--- config.mk ---
export PLATFORM = sky130hd
export DESIGN_NAME = icp_device_flat
export DESIGN_NICKNAME = d
export VERILOG_FILES = /design/src/hdl/icp_pkg.sv /design/src/hdl/svc_if.sv /design/src/hdl/icp_device.sv /design/src/flat_wrapper.sv
export SDC_FILE = /design/constraint.sdc
export NUM_CORES = 1
export LEC_CHECK = 0
export ABC_AREA = 1
export BUFFER_PORTS_ARGS = -buffer_cell sky130_fd_sc_hd__buf_2
export CORE_ASPECT_RATIO = 0.7
export CORE_UTILIZATION = 45
export CTS_CLUSTER_SIZE = 10
export DETAILED_ROUTE_END_ITERATION = 7
export PLACE_DENSITY = 0.65
export SLEW_MARGIN = 25
export SYNTH_ARGS = -nofsm -noshare
export SYNTH_HDL_FRONTEND = slang
export SYNTH_SLANG_ARGS = --single-unit
--- constraint.sdc ---
create_clock -name i_mclk -period 6.6 [get_ports i_mclk]
set_input_delay 0.33 -clock i_mclk [delete_from_list [all_inputs] [get_ports i_mclk]]
set_output_delay 0.33 -clock i_mclk [all_outputs]
set_load 0.05 [all_outputs]
--- src/hdl/icp_pkg.sv ---
// Shared constants and types of the interconnect port service layer
package icp_pkg;
   localparam int unsigned CHAR_W     = 8;
   localparam int unsigned SEND_MAX   = 4;
   localparam int unsigned TXQ_DEPTH  = 16;
   localparam int unsigned RXQ_DEPTH  = 8;
   localparam int unsigned SKID_DEPTH = 2;
   localparam logic [1:0]  NUM_BUF    = 2'h3;
   localparam logic [1:0]  LOCAL_PORT = 2'h0;
   localparam logic [3:0]  CONN_RESET = 4'h0;

   typedef enum logic [2:0] {
      op_listen, op_connect, op_send, op_receive, op_close, op_reset
   } op_t;

   typedef enum logic [2:0] {
      good_resp, inv_port_resp, port_in_use_resp, inv_conn_resp,
      inv_buf_resp, no_room_resp, rcv_pending_resp
   } resp_t;

   typedef enum logic [1:0] {
      ind_connected, ind_received, ind_closed, ind_reset_rcvd
   } ind_t;
endpackage

--- src/hdl/svc_if.sv ---
// Service request, response and indication channel between both ends
`timescale 1ns/1ns
`default_nettype none
interface svc_if;
   import icp_pkg::*;
   logic        req_valid;
   logic        req_ready;
   op_t         req_op;
   logic [1:0]  req_port;
   logic [3:0]  req_conn;
   logic [1:0]  req_buf;
   logic [2:0]  req_len;
   logic [31:0] req_data;
   logic        resp_valid;
   resp_t       resp_code;
   logic [3:0]  resp_conn;
   logic        ind_valid;
   ind_t        ind_kind;
   logic [3:0]  ind_conn;
   logic [1:0]  ind_port;
   logic [1:0]  ind_buf;
   logic [2:0]  ind_count;
   logic [31:0] ind_data;

   modport dev (
      input  req_valid, req_op, req_port, req_conn, req_buf, req_len,
             req_data,
      output req_ready, resp_valid, resp_code, resp_conn, ind_valid,
             ind_kind, ind_conn, ind_port, ind_buf, ind_count, ind_data
   );
   modport xport (
      output req_valid, req_op, req_port, req_conn, req_buf, req_len,
             req_data,
      input  req_ready, resp_valid, resp_code, resp_conn, ind_valid,
             ind_kind, ind_conn, ind_port, ind_buf, ind_count, ind_data
   );
endinterface
`default_nettype wire

--- src/hdl/icp_device.sv ---
// Interconnect port end: services requests, queues characters to the link
`timescale 1ns/1ns
`default_nettype none
module icp_device (
   input  wire logic              i_mclk,
   input  wire logic              i_rst_n,
   svc_if.dev                     svc,
   output logic                   o_tx_valid,
   input  wire logic              i_tx_ready,
   output logic [7:0]             o_tx_data,
   input  wire logic              i_rx_valid,
   output logic                   o_rx_ready,
   input  wire logic [7:0]        i_rx_data,
   input  wire logic              i_far_reset,
   output logic                   o_link_reset
);
   import icp_pkg::*;

   typedef struct packed {
      logic                 rdy;
      logic                 resp_v;
      resp_t                resp_code;
      logic [3:0]           resp_conn;
      logic                 ind_v;
      ind_t                 ind_kind;
      logic [3:0]           ind_conn;
      logic [1:0]           ind_buf;
      logic [2:0]           ind_cnt;
      logic [31:0]          ind_data;
      logic                 linked;
      logic                 closing;
      logic [3:0]           conn;
      logic                 conn_pend;
      logic                 rcv_pend;
      logic [1:0]           rcv_buf;
      logic [2:0]           rcv_max;
      logic [15:0][7:0]     txq;
      logic [3:0]           tx_wr;
      logic [3:0]           tx_rd;
      logic [4:0]           tx_cnt;
      logic [1:0][7:0]      sk;
      logic [1:0]           sk_cnt;
      logic                 tx_v;
      logic [7:0][7:0]      rxq;
      logic [2:0]           rx_wr;
      logic [2:0]           rx_rd;
      logic [3:0]           rx_cnt;
      logic                 rx_rdy;
      logic                 rs1;
      logic                 rs2;
      logic                 rs3;
      logic                 link_rst;
   } dev_state_t;

   dev_state_t r_reg;
   dev_state_t r_next;

   function automatic logic [2:0] min_cnt(input logic [3:0] a,
                                          input logic [2:0] b);
      min_cnt = (a < {1'b0, b}) ? a[2:0] : b;
   endfunction

   function automatic logic conn_ok(input dev_state_t s,
                                    input logic [3:0] c);
      conn_ok = s.linked && (s.conn == c);
   endfunction

   function automatic logic buf_ok(input logic [1:0] b);
      buf_ok = (b < NUM_BUF);
   endfunction

   always_comb begin
      logic [2:0] take;
      logic       far_ev;
      take = '0;
      far_ev = r_reg.rs2 && !r_reg.rs3;
      r_next = r_reg;
      r_next.resp_v = 1'b0;
      r_next.ind_v = 1'b0;
      r_next.link_rst = 1'b0;
      r_next.rdy = 1'b1;
      r_next.rs1 = i_far_reset;
      r_next.rs2 = r_reg.rs1;
      r_next.rs3 = r_reg.rs2;

      // Two-entry buffer toward the link: a stall here loses nothing
      if (r_reg.tx_v && i_tx_ready) begin
         r_next.sk[0] = r_reg.sk[1];
         r_next.sk_cnt = r_reg.sk_cnt - 2'h1;
      end
      if (r_next.sk_cnt != 2'h2 && r_reg.tx_cnt != 5'h0) begin
         r_next.sk[r_next.sk_cnt[0]] = r_reg.txq[r_reg.tx_rd];
         r_next.sk_cnt = r_next.sk_cnt + 2'h1;
         r_next.tx_rd = r_reg.tx_rd + 4'h1;
         r_next.tx_cnt = r_reg.tx_cnt - 5'h1;
      end

      // Characters arriving after close are dropped, which is allowed
      if (i_rx_valid && r_reg.rx_rdy && r_reg.linked && !r_reg.closing) begin
         r_next.rxq[r_reg.rx_wr] = i_rx_data;
         r_next.rx_wr = r_reg.rx_wr + 3'h1;
         r_next.rx_cnt = r_reg.rx_cnt + 4'h1;
      end

      // One indication per cycle; a far reset goes first and drops the pending ones, which otherwise wait their turn
      if (far_ev) begin
         r_next.ind_v = 1'b1;
         r_next.ind_kind = ind_reset_rcvd;
         r_next.ind_conn = r_reg.conn;
         r_next.linked = 1'b0;
         r_next.closing = 1'b0;
         r_next.conn_pend = 1'b0;
         r_next.rcv_pend = 1'b0;
         r_next.tx_cnt = '0;
         r_next.tx_rd = '0;
         r_next.tx_wr = '0;
         r_next.sk_cnt = '0;
         r_next.rx_cnt = '0;
         r_next.rx_rd = '0;
         r_next.rx_wr = '0;
      end else if (r_reg.conn_pend) begin
         r_next.ind_v = 1'b1;
         r_next.ind_kind = ind_connected;
         r_next.ind_conn = r_reg.conn;
         r_next.conn_pend = 1'b0;
      end else if (r_reg.linked && r_reg.rcv_pend && r_reg.rx_cnt != 4'h0) begin
         take = min_cnt(r_reg.rx_cnt, r_reg.rcv_max);
         r_next.ind_v = 1'b1;
         r_next.ind_kind = ind_received;
         r_next.ind_conn = r_reg.conn;
         r_next.ind_buf = r_reg.rcv_buf;
         r_next.ind_cnt = take;
         r_next.ind_data = '0;
         for (int i = 0; i < SEND_MAX; i++) begin
            if (3'(i) < take) begin
               r_next.ind_data[i*CHAR_W +: CHAR_W] =
                  r_reg.rxq[3'(r_reg.rx_rd + 3'(i))];
            end
         end
         r_next.rx_rd = r_reg.rx_rd + take;
         r_next.rx_cnt = r_next.rx_cnt - {1'b0, take};
         r_next.rcv_pend = 1'b0;
      end else if (r_reg.closing && r_reg.tx_cnt == 5'h0 &&
                   r_reg.sk_cnt == 2'h0 && r_reg.rx_cnt == 4'h0) begin
         r_next.ind_v = 1'b1;
         r_next.ind_kind = ind_closed;
         r_next.ind_conn = r_reg.conn;
         r_next.linked = 1'b0;
         r_next.closing = 1'b0;
         r_next.rcv_pend = 1'b0;
      end

      // Each accepted request gets one response the next cycle
      if (svc.req_valid && r_reg.rdy) begin
         r_next.rdy = 1'b0;
         r_next.resp_v = 1'b1;
         r_next.resp_code = good_resp;
         r_next.resp_conn = svc.req_conn;
         case (svc.req_op)
            op_listen, op_connect: begin
               if (svc.req_port != LOCAL_PORT) begin
                  r_next.resp_code = inv_port_resp;
               end else if (r_next.linked || r_next.conn_pend) begin
                  r_next.resp_code = port_in_use_resp;
               end else begin
                  r_next.linked = 1'b1;
                  r_next.conn = r_reg.conn + 4'h1;
                  r_next.resp_conn = r_reg.conn + 4'h1;
                  r_next.conn_pend = 1'b1;
                  r_next.rcv_pend = 1'b0;
               end
            end
            op_send: begin
               if (!conn_ok(r_next, svc.req_conn) || r_next.closing) begin
                  r_next.resp_code = inv_conn_resp;
               end else if (!buf_ok(svc.req_buf) || svc.req_len == 3'h0 ||
                            svc.req_len > 3'(SEND_MAX)) begin
                  r_next.resp_code = inv_buf_resp;
               end else if (r_next.tx_cnt + 5'(svc.req_len) >
                            5'(TXQ_DEPTH)) begin
                  r_next.resp_code = no_room_resp;
               end else begin
                  // Good means queued, not yet on the wire
                  for (int i = 0; i < SEND_MAX; i++) begin
                     if (3'(i) < svc.req_len) begin
                        r_next.txq[4'(r_reg.tx_wr + 4'(i))] =
                           svc.req_data[i*CHAR_W +: CHAR_W];
                     end
                  end
                  r_next.tx_wr = r_reg.tx_wr + 4'(svc.req_len);
                  r_next.tx_cnt = r_next.tx_cnt + 5'(svc.req_len);
               end
            end
            op_receive: begin
               if (!conn_ok(r_next, svc.req_conn)) begin
                  r_next.resp_code = inv_conn_resp;
               end else if (!buf_ok(svc.req_buf) || svc.req_len == 3'h0) begin
                  r_next.resp_code = inv_buf_resp;
               end else if (r_next.rcv_pend) begin
                  r_next.resp_code = rcv_pending_resp;
               end else begin
                  r_next.rcv_pend = 1'b1;
                  r_next.rcv_buf = svc.req_buf;
                  r_next.rcv_max = (svc.req_len > 3'(SEND_MAX)) ?
                                   3'(SEND_MAX) : svc.req_len;
               end
            end
            op_close: begin
               if (!conn_ok(r_next, svc.req_conn) || r_next.closing) begin
                  r_next.resp_code = inv_conn_resp;
               end else begin
                  r_next.closing = 1'b1;
               end
            end
            op_reset: begin
               if (svc.req_port != LOCAL_PORT) begin
                  r_next.resp_code = inv_port_resp;
               end else begin
                  // Local flush; the far drive learns of it by the pulse
                  r_next.link_rst = 1'b1;
                  r_next.linked = 1'b0;
                  r_next.closing = 1'b0;
                  r_next.conn_pend = 1'b0;
                  r_next.rcv_pend = 1'b0;
                  r_next.tx_cnt = '0;
                  r_next.tx_rd = '0;
                  r_next.tx_wr = '0;
                  r_next.sk_cnt = '0;
                  r_next.rx_cnt = '0;
                  r_next.rx_rd = '0;
                  r_next.rx_wr = '0;
               end
            end
            default: r_next.resp_code = inv_conn_resp;
         endcase
      end

      r_next.tx_v = (r_next.sk_cnt != 2'h0);
      r_next.rx_rdy = !(r_next.linked && !r_next.closing) ||
                      (r_next.rx_cnt < 4'(RXQ_DEPTH));
   end

   always_ff @(posedge i_mclk) begin
      if (!i_rst_n) begin
         r_reg <= '0;
      end else begin
         r_reg <= r_next;
      end
   end

   assign svc.req_ready  = r_reg.rdy;
   assign svc.resp_valid = r_reg.resp_v;
   assign svc.resp_code  = r_reg.resp_code;
   assign svc.resp_conn  = r_reg.resp_conn;
   assign svc.ind_valid  = r_reg.ind_v;
   assign svc.ind_kind   = r_reg.ind_kind;
   assign svc.ind_conn   = r_reg.ind_conn;
   assign svc.ind_port   = LOCAL_PORT;
   assign svc.ind_buf    = r_reg.ind_buf;
   assign svc.ind_count  = r_reg.ind_cnt;
   assign svc.ind_data   = r_reg.ind_data;
   assign o_tx_valid     = r_reg.tx_v;
   assign o_tx_data      = r_reg.sk[0];
   assign o_rx_ready     = r_reg.rx_rdy;
   assign o_link_reset   = r_reg.link_rst;
endmodule // icp_device
`default_nettype wire

--- src/flat_wrapper.sv ---
// flat-port wrapper written by rule: the top's interface ports become plain ports
module icp_device_flat import icp_pkg::*;
  (i_mclk, i_rst_n, o_tx_valid, i_tx_ready, o_tx_data, i_rx_valid, o_rx_ready, i_rx_data, i_far_reset, o_link_reset, svc_req_valid, svc_req_op, svc_req_port, svc_req_conn, svc_req_buf, svc_req_len, svc_req_data, svc_req_ready, svc_resp_valid, svc_resp_code, svc_resp_conn, svc_ind_valid, svc_ind_kind, svc_ind_conn, svc_ind_port, svc_ind_buf, svc_ind_count, svc_ind_data);
  svc_if svc_i ();
  input  wire logic i_mclk;
  input  wire logic i_rst_n;
  output logic o_tx_valid;
  input  wire logic i_tx_ready;
  output logic [7:0] o_tx_data;
  input  wire logic i_rx_valid;
  output logic o_rx_ready;
  input  wire logic [7:0] i_rx_data;
  input  wire logic i_far_reset;
  output logic o_link_reset;
  input wire logic [$bits(svc_i.req_valid)-1:0] svc_req_valid;
  input wire logic [$bits(svc_i.req_op)-1:0] svc_req_op;
  input wire logic [$bits(svc_i.req_port)-1:0] svc_req_port;
  input wire logic [$bits(svc_i.req_conn)-1:0] svc_req_conn;
  input wire logic [$bits(svc_i.req_buf)-1:0] svc_req_buf;
  input wire logic [$bits(svc_i.req_len)-1:0] svc_req_len;
  input wire logic [$bits(svc_i.req_data)-1:0] svc_req_data;
  output wire logic [$bits(svc_i.req_ready)-1:0] svc_req_ready;
  output wire logic [$bits(svc_i.resp_valid)-1:0] svc_resp_valid;
  output wire logic [$bits(svc_i.resp_code)-1:0] svc_resp_code;
  output wire logic [$bits(svc_i.resp_conn)-1:0] svc_resp_conn;
  output wire logic [$bits(svc_i.ind_valid)-1:0] svc_ind_valid;
  output wire logic [$bits(svc_i.ind_kind)-1:0] svc_ind_kind;
  output wire logic [$bits(svc_i.ind_conn)-1:0] svc_ind_conn;
  output wire logic [$bits(svc_i.ind_port)-1:0] svc_ind_port;
  output wire logic [$bits(svc_i.ind_buf)-1:0] svc_ind_buf;
  output wire logic [$bits(svc_i.ind_count)-1:0] svc_ind_count;
  output wire logic [$bits(svc_i.ind_data)-1:0] svc_ind_data;
  assign svc_i.req_valid = svc_req_valid;
  assign svc_i.req_op = svc_req_op;
  assign svc_i.req_port = svc_req_port;
  assign svc_i.req_conn = svc_req_conn;
  assign svc_i.req_buf = svc_req_buf;
  assign svc_i.req_len = svc_req_len;
  assign svc_i.req_data = svc_req_data;
  assign svc_req_ready = svc_i.req_ready;
  assign svc_resp_valid = svc_i.resp_valid;
  assign svc_resp_code = svc_i.resp_code;
  assign svc_resp_conn = svc_i.resp_conn;
  assign svc_ind_valid = svc_i.ind_valid;
  assign svc_ind_kind = svc_i.ind_kind;
  assign svc_ind_conn = svc_i.ind_conn;
  assign svc_ind_port = svc_i.ind_port;
  assign svc_ind_buf = svc_i.ind_buf;
  assign svc_ind_count = svc_i.ind_count;
  assign svc_ind_data = svc_i.ind_data;
  icp_device u_core (.i_mclk(i_mclk), .i_rst_n(i_rst_n), .svc(svc_i), .o_tx_valid(o_tx_valid), .i_tx_ready(i_tx_ready), .o_tx_data(o_tx_data), .i_rx_valid(i_rx_valid), .o_rx_ready(o_rx_ready), .i_rx_data(i_rx_data), .i_far_reset(i_far_reset), .o_link_reset(o_link_reset));
endmodule
==> results of run 1 <==
-- power by group through the flow --
stage	Combinational [mW]	Sequential, mW	Clock, mW
after floorplan	0.937	1.99	0
after global placement	1.35	1.99	0
after detailed placement	1.36	1.99	0
after CTS	1.37	1.95	2.02
after global routing	1.54	1.96	2.08
final	1.42	1.95	2.00
-- what timing repair did --
action | 4_1_cts | 5_1_grt
resized for setup | 0 | 0
hold buffers | 1 | 0
endpoints found under the hold margin | 1 | 0
buffers inserted | 0 | 0
endpoints found under the setup margin | 0 | 0
-- cell usage after synthesis, types with 2 or more instances --
master    instances
nor2_1          399
inv_2             4
o211ai_1        230
a21boi_0          2
xor2_1           10
mux2i_1           4
clkinv_1         10
inv_1           327
buf_4            68
buf_6             2
dfxtp_1         305
or2_2            16
nand3_1         205
nor2_2            4
o21ai_0         416
o22ai_1           7
nand2_2           3
a221oi_1         14
buf_1             9
o221ai_1          7
o21ai_1           6
nor3b_1           2
a21oi_1         233
a31oi_1          76
nand4_1          11
xnor2_1           9
nor3_1           10
buf_2            32
clkbuf_1        164
ha_1             25
a211oi_1          8
nand2_1         760
fa_1              4
-- stage by stage --
stage               worst slack, ns  std cells  hold slack (ns)  cell area (um^2)  util (%)
CTS                            1.34       3929           0.0528             22300      49.0
detailed placement             1.24       3876            0.413             21200      46.6
global route                  0.717       3929           0.0810             22300      49.1
global placement               1.46       3876            0.395             21200      46.6
finish                         1.26       3929           0.0642             22300      49.1
floorplan                      2.66       3400            0.390             20900         -
-- area by class of cell --
cell class                 count  area, um^2
clock buffer                  46        1030
clock inverter                 6        80.1
fill                        4682       23200
inverter                     341        1280
multi-input combinational   2478       12200
sequential                   305        6110
tap                          603         754
timing repair buffer         150         827
-- tightest hold or removal path, cell delays in order --
cell and delay, ns:
buf_2 0.10, o211ai_1 0.09, nand2_1 0.06
-- routing by layer --
layer  up-vias  track usage (%)  wire length, um
met5         -             1.03               64
met1     11100             50.5            36600
met3       237             11.5            12900
met2      1485             47.2            32300
li1      11100                -                -
met4         2             11.5             3000
-- cells by family after synthesis --
kind of cell             share of synthesized area [%]
AO/OA/AOI/OAI                                     28.0
XOR/XNOR                                         0.873
adder cells (fa/ha/maj)                           1.88
buffers and inverters                             12.6
flip-flops                                        29.2
multiplexers                                     0.191
other                                           0.0179
AND/OR/NAND/NOR                                   27.3
-- how the worst max path moves through the flow --
stage / startpoint / end / slack (ns) / cells past startpoint
CTS: u_core.o_tx_valid / u_core.r_reg[118] / 1.34 / 17
finish: u_core.o_tx_valid / u_core.r_reg[131] / 1.26 / 21
floorplan: u_core.o_tx_valid / u_core.r_reg[200] / 2.66 / 20
global placement: i_tx_ready / u_core.r_reg[112] / 1.46 / 19
detailed placement: i_tx_ready / u_core.r_reg[118] / 1.24 / 18
global route: u_core.o_tx_valid / u_core.r_reg[179] / 0.72 / 20
==> results_dict.tcl, run 1 <==
set metrics [dict create \
    start_util_pct 46.0 \
    portBuffers 123 \
    vias 24000 \
    cts_tree "built" \
    min-delay-start "svc_req_conn[0]" \
    cts.sinks 305 \
    reg2reg_slack_ns 1.26 \
    cp_max_fo 79 \
    path_cells "nand2_1, xor2_1, inv_1, ha_1, a21oi_1, buf_4, nor2_1, a211oi_1, ha_1, and3_1, nor2_1, inv_1, nand2_1, nand3_1, nand2_2, nand3_4, inv_4, buf_4, nand2_1, nand2_1, nor2_1" \
    finalPower_mw 5.38 \
    yosysWarnings 0 \
    max_slew_margin_pct 21.6 \
    dpl.hpwl_um 57700 \
    synthCells 3399 \
    coreArea_um2 45500 \
    min_period_ns 5.34 \
    yosys.cell_types.count 50 \
    combPwrFrac_pct 26.4 \
    nets 3403 \
    maxCapViolations 0 \
    worst_pin_slew_ns 1.17 \
    antenna_found_initial 1 \
    status "finished clean" \
    post-synth-top-area-fraction_pct 29.2 \
    required_ns 7.02 \
    totalWireLength_um 84800 \
    drv_slew 0 \
    synth_top_cell_by_area "dfxtp_1" \
    p_leak_nw 9.70 \
    htreeDepth 2 \
    path_clk_slew_ns 0.06 \
    slowest_delay_ns 0.78 \
    synth_area_leaders "dfxtp_1 29%, nand2_1 14%, o21ai_0 10%" \
    end_kind "register" \
    ir_drop_v 0.000261 \
    ios 126 \
    switchingPower_mw 1.95 \
    cp_common_cell "nand2_1" \
    syn_area_um2 20900 \
    mostFrequentLayoutCell "nand2_1" \
    gp_congestion 1.05 \
    antenna_left 0 \
    holdPathStages 3 \
    r2r-start "u_core.o_tx_valid" \
    grt_pass1_vias 21400 \
    numCtsBuffers 38 \
    grt_pass1_wl_um 127000 \
    critPathBufInv 5 \
    wire_per_inst_um 21.6 \
    clkLatencyLatePin_ns 0.56 \
    skew_ns 0.0263 \
    tns_ns 0 \
    die_w_um 260 \
    synth_flop_cell "dfxtp_1" \
    hold_class "in2reg" \
    post-route-period-util_pct 80.8 \
    rows 65 \
    grt_use_total_pct 34.8 \
    drive_gt1_share_pct 7.16 \
    synth.ff_latch_count 305 \
    area_delta_synth_final_pct 6.61 \
    dieArea_um2 47400 \
    r2r_cells 21 \
    clockPowerShare_pct 37.2 \
    crit_arrival_ns 5.75 \
    drt-initial-drc-count 2990 \
    rsz0062_at_grt "no" \
    synthArstFlopShare_pct 0 \
    switching_share_pct 36.4 \
    viasPerCell 6.10 \
    rr_endpoint "u_core.r_reg[131]" \
    avgSynthCellArea_um2 6.15 \
    die_y_um 182 \
    start_kind "register" \
    powerDensity_nw_per_um2 241 \
    path_delay_family "simple AND/OR/NAND/NOR gates" \
    synth-seq-area-share_pct 29.2 \
    synth_enable_flop_cells 0 \
    grt_overflow 0 \
    drc 0 \
    setup_viol 0 \
    grt_max_degree 116 \
    cts-root-buf "clkbuf_16" \
    cp_slowest_cell "inv_4" \
    hold_viol_final 0 \
    largest_register_ffs 239 \
    cts_buffer_depth 3 \
    seqPwrFrac_pct 36.3 \
    final_cell_mix "760 x nand2_1, 415 x o21ai_0, 396 x nor2_1" \
    drt_first_pass_iters 8 \
    whs_endpoint "u_core.svc.resp_conn[0]" \
    n_antenna_cell 0 \
    fmax_ghz 0.187 \
    intPower_mw 3.42 \
    crit_type "reg2reg" \
]
Power figures use the tool's default switching activity.
==> run 2, diff against run 1 <==
--- a/config.mk
+++ b/config.mk
@@ -5,13 +5,13 @@
 export SDC_FILE = /design/constraint.sdc
 export NUM_CORES = 1
 export LEC_CHECK = 0
-export ABC_AREA = 1
+export ABC_AREA = 0
 export BUFFER_PORTS_ARGS = -buffer_cell sky130_fd_sc_hd__buf_2
 export CORE_ASPECT_RATIO = 0.7
 export CORE_UTILIZATION = 45
 export CTS_CLUSTER_SIZE = 10
 export DETAILED_ROUTE_END_ITERATION = 7
-export PLACE_DENSITY = 0.65
+export PLACE_DENSITY = 0.67
 export SLEW_MARGIN = 25
 export SYNTH_ARGS = -nofsm -noshare
 export SYNTH_HDL_FRONTEND = slang
==> constraint.sdc (replaced) <==
create_clock -name i_mclk -period 4.6 [get_ports i_mclk]
set_input_delay 0.23 -clock i_mclk [delete_from_list [all_inputs] [get_ports i_mclk]]
set_output_delay 0.23 -clock i_mclk [all_outputs]
set_load 0.05 [all_outputs]
==> run 2 against run 1 <==
Effect of this change:
- first-iteration DRC count fell by 20%
- combinational power down 4%
- area after synthesis rose by 0.28%
- setup slack got worse by 0.96 ns
- register-to-register slack lost 0.96 ns
- core utilization is 0.21 points higher
- hold slack got worse by 0.039 ns
- clock-buffer cell count grew 2
- fmax up 24%
- sequential power is 44% higher
- critical endpoint is now u_core.r_reg[176]
- largest power group is now registers
==> results_dict.tcl, run 2 <==
set metrics [dict create \
    status "finished clean" \
    vias 20300 \
    crit_arrival_ns 4.76 \
    powerDensity_nw_per_um2 310 \
    worst_pin_slew_ns 1.16 \
    post-route-util_pct 49.3 \
    fmax_ghz 0.233 \
    drt_first_pass_iters 6 \
    stdcell_count 2983 \
    numCtsBuffers 38 \
    die_w_um 260 \
    synth_top_cell_by_area "dfxtp_1" \
    cts_tree "built" \
    start_util_pct 46.1 \
    rsz0062_at_grt "no" \
    postCtsSetupBuffers 0 \
    synth-compound-area-share_pct 23.7 \
    hold_class "in2reg" \
    cp_max_fo 25 \
    grt_use_total_pct 32.1 \
    drc 0 \
    mostFrequentLayoutCell "dfxtp_1" \
    gp_congestion 1.01 \
    drive_gt1_share_pct 14.9 \
    coreArea_um2 45500 \
    switching_share_pct 31.4 \
    combPwrFrac_pct 19.7 \
    clockPowerShare_pct 39.8 \
    cts.sinks 305 \
    maxCapViolations 0 \
    intPower_mw 4.77 \
    wire_per_inst_um 26.1 \
    synth-seq-area-share_pct 29.1 \
    max_slew_margin_pct 22.3 \
    yosysWarnings 0 \
    tns_ns 0 \
    skew_ns 0.0178 \
    totalWireLength_um 77700 \
    rows 65 \
    hold_viol_final 0 \
    synthCells 2474 \
    path_clk_slew_ns 0.05 \
    drv_slew 0 \
    crit_type "reg2reg" \
    synth-xor-area-share_pct 1.42 \
    synth_area_leaders "dfxtp_1 29%, mux2i_1 10%, mux4_2 8.6%" \
    synth_top_family_by_area "compound AO/OA/AOI/OAI gates" \
    antenna_left 0 \
    dp_cells 2923 \
    dieArea_um2 47500 \
    ir_drop_v 0.000209 \
    antenna_found_initial 4 \
    htreeDepth 2 \
    clkLatencyLatePin_ns 0.55 \
    avgSynthCellArea_um2 8.48 \
    grt_pass1_vias 18300 \
    drt-initial-drc-count 2400 \
    area_delta_synth_final_pct 6.95 \
    synthAdderAreaFrac_pct 1.87 \
    design_area_um2 22400 \
    grt_max_degree 145 \
    placedInstanceArea_um2 21300 \
    post-synth-top-area-fraction_pct 29.1 \
    viasPerCell 6.80 \
    min_period_ns 4.29 \
    synth-simple-area-share_pct 17.6 \
    synthArstFlopShare_pct 0 \
    die_y_um 183 \
    grt_overflow 0 \
    nets 2450 \
    post-route-period-util_pct 93.4 \
    setup_viol 0 \
    portBuffers 123 \
    synth_enable_flop_cells 0 \
    post_cts_resized 0 \
    cts_hold_buf 1 \
    final_cell_mix "303 x dfxtp_1, 217 x nand2_1, 209 x mux2i_1" \
    synth_mux_area_share_pct 18.6 \
    start_kind "register" \
    syn_area_um2 21000 \
    cts-root-buf "clkbuf_16" \
    netlist_top_cells_count "305 x dfxtp_1, 217 x nand2_1, 209 x mux2i_1" \
    ios 126 \
    grt_pass1_wl_um 117000 \
    end_kind "register" \
    largest_register_ffs 239 \
    dpl.hpwl_um 52800 \
    seqPwrFrac_pct 40.5 \
    synth_flop_cell "dfxtp_1" \
    yosys.cell_types.count 69 \
    switchingPower_mw 2.18 \
    p_leak_nw 8.26 \
    synth.ff_latch_count 305 \
    yosysMostFrequentCell "dfxtp_1" \
    cts_buffer_depth 3 \
    required_ns 5.06 \
]
## run 2: cell count changes after synthesis, moves of 40 or more
| cell | previous run | this run |
|---|---|---|
| a211oi_1 | 8 | 70 |
| a21boi_1 | 0 | 47 |
| a21oi_1 | 233 | 96 |
| a31oi_1 | 76 | 12 |
| inv_1 | 327 | 35 |
| mux2i_1 | 4 | 209 |
| mux4_2 | 0 | 80 |
| nand2_1 | 760 | 217 |
| nor2_1 | 399 | 79 |
| nor2b_1 | 0 | 103 |
| o2111ai_1 | 0 | 40 |
| o211ai_1 | 230 | 108 |
| o21ai_0 | 416 | 187 |
## run 2: power groups by stage
stage	logic (mW)	registers (mW)	clock network, mW
final	1.37	2.81	2.76
after global routing	1.47	2.82	2.92
after CTS	1.34	2.81	2.81
after detailed placement	1.33	2.87	0
after global placement	1.30	2.86	0
after floorplan	1.00	2.81	0
## run 2: critical path, cell delays in order (launching register included)
cell	delay, ns
dfxtp_1	0.31
inv_1	0.06
ha_1	0.27
o21ai_0	0.12
ha_1	0.28
nor2_1	0.33
nor2_1	0.08
a211oi_1	0.45
fa_1	0.53
or3_1	0.40
nor2_1	0.11
mux2i_1	0.17
a21boi_4	0.33
buf_12	0.24
buf_12	0.19
o221ai_1	0.14
a21boi_1	0.18
## run 2: logic make-up after synthesis
group                      after synthesis
and+or+nand+nor                        739
adders and majority gates               29
xor gates and xnor gates                34
DFF                                    305
AOI/OAI and AO/OA                      722
muxes                                  289
other                                    1
buffers and inverters                  355
## run 2: final timing paths
path	from	end	slack (ns)	depth (start not counted)
worst max-delay path	u_core.r_reg[80]	u_core.r_reg[176]	0.31	16
worst min-delay path	svc_req_buf[0]	u_core.r_reg[242]	0.02	3
worst max register to register	u_core.r_reg[80]	u_core.r_reg[176]	0.31	16
worst min register to register	u_core.r_next[2]	u_core.r_next[1]	0.44	1
## run 2: metrics by stage
stage	hold slack, ns	setup slack (ns)	total power [mW]
after floorplan	0.357	0.0274	3.81
after global placement	0.436	0.573	4.17
after detailed placement	0.435	0.371	4.20
after CTS	0.00645	0.344	6.96
after global routing	0.0334	0.00273	7.21
final	0.0247	0.305	6.95
## run 2: final cells by class
type | instances | area [um^2]
Tap cell | 603 | 754
Fill cell | 4264 | 23100
Antenna cell | 6 | 15.0
Timing Repair Buffer | 164 | 1030
Sequential cell | 305 | 6110
Clock inverter | 5 | 53.8
Inverter | 37 | 139
Clock buffer | 48 | 1040
Multi-Input combinational cell | 1815 | 13300
## run 2: per-layer routing
layer | track usage [%] | vias to the layer above | part of all wire [%]
li1 | - | 8903 | -
met1 | 45.3 | 9740 | 42
met2 | 43.1 | 1345 | 39
met3 | 12.3 | 287 | 15
met4 | 13.4 | 6 | 4.4
met5 | 0 | - | 0.14
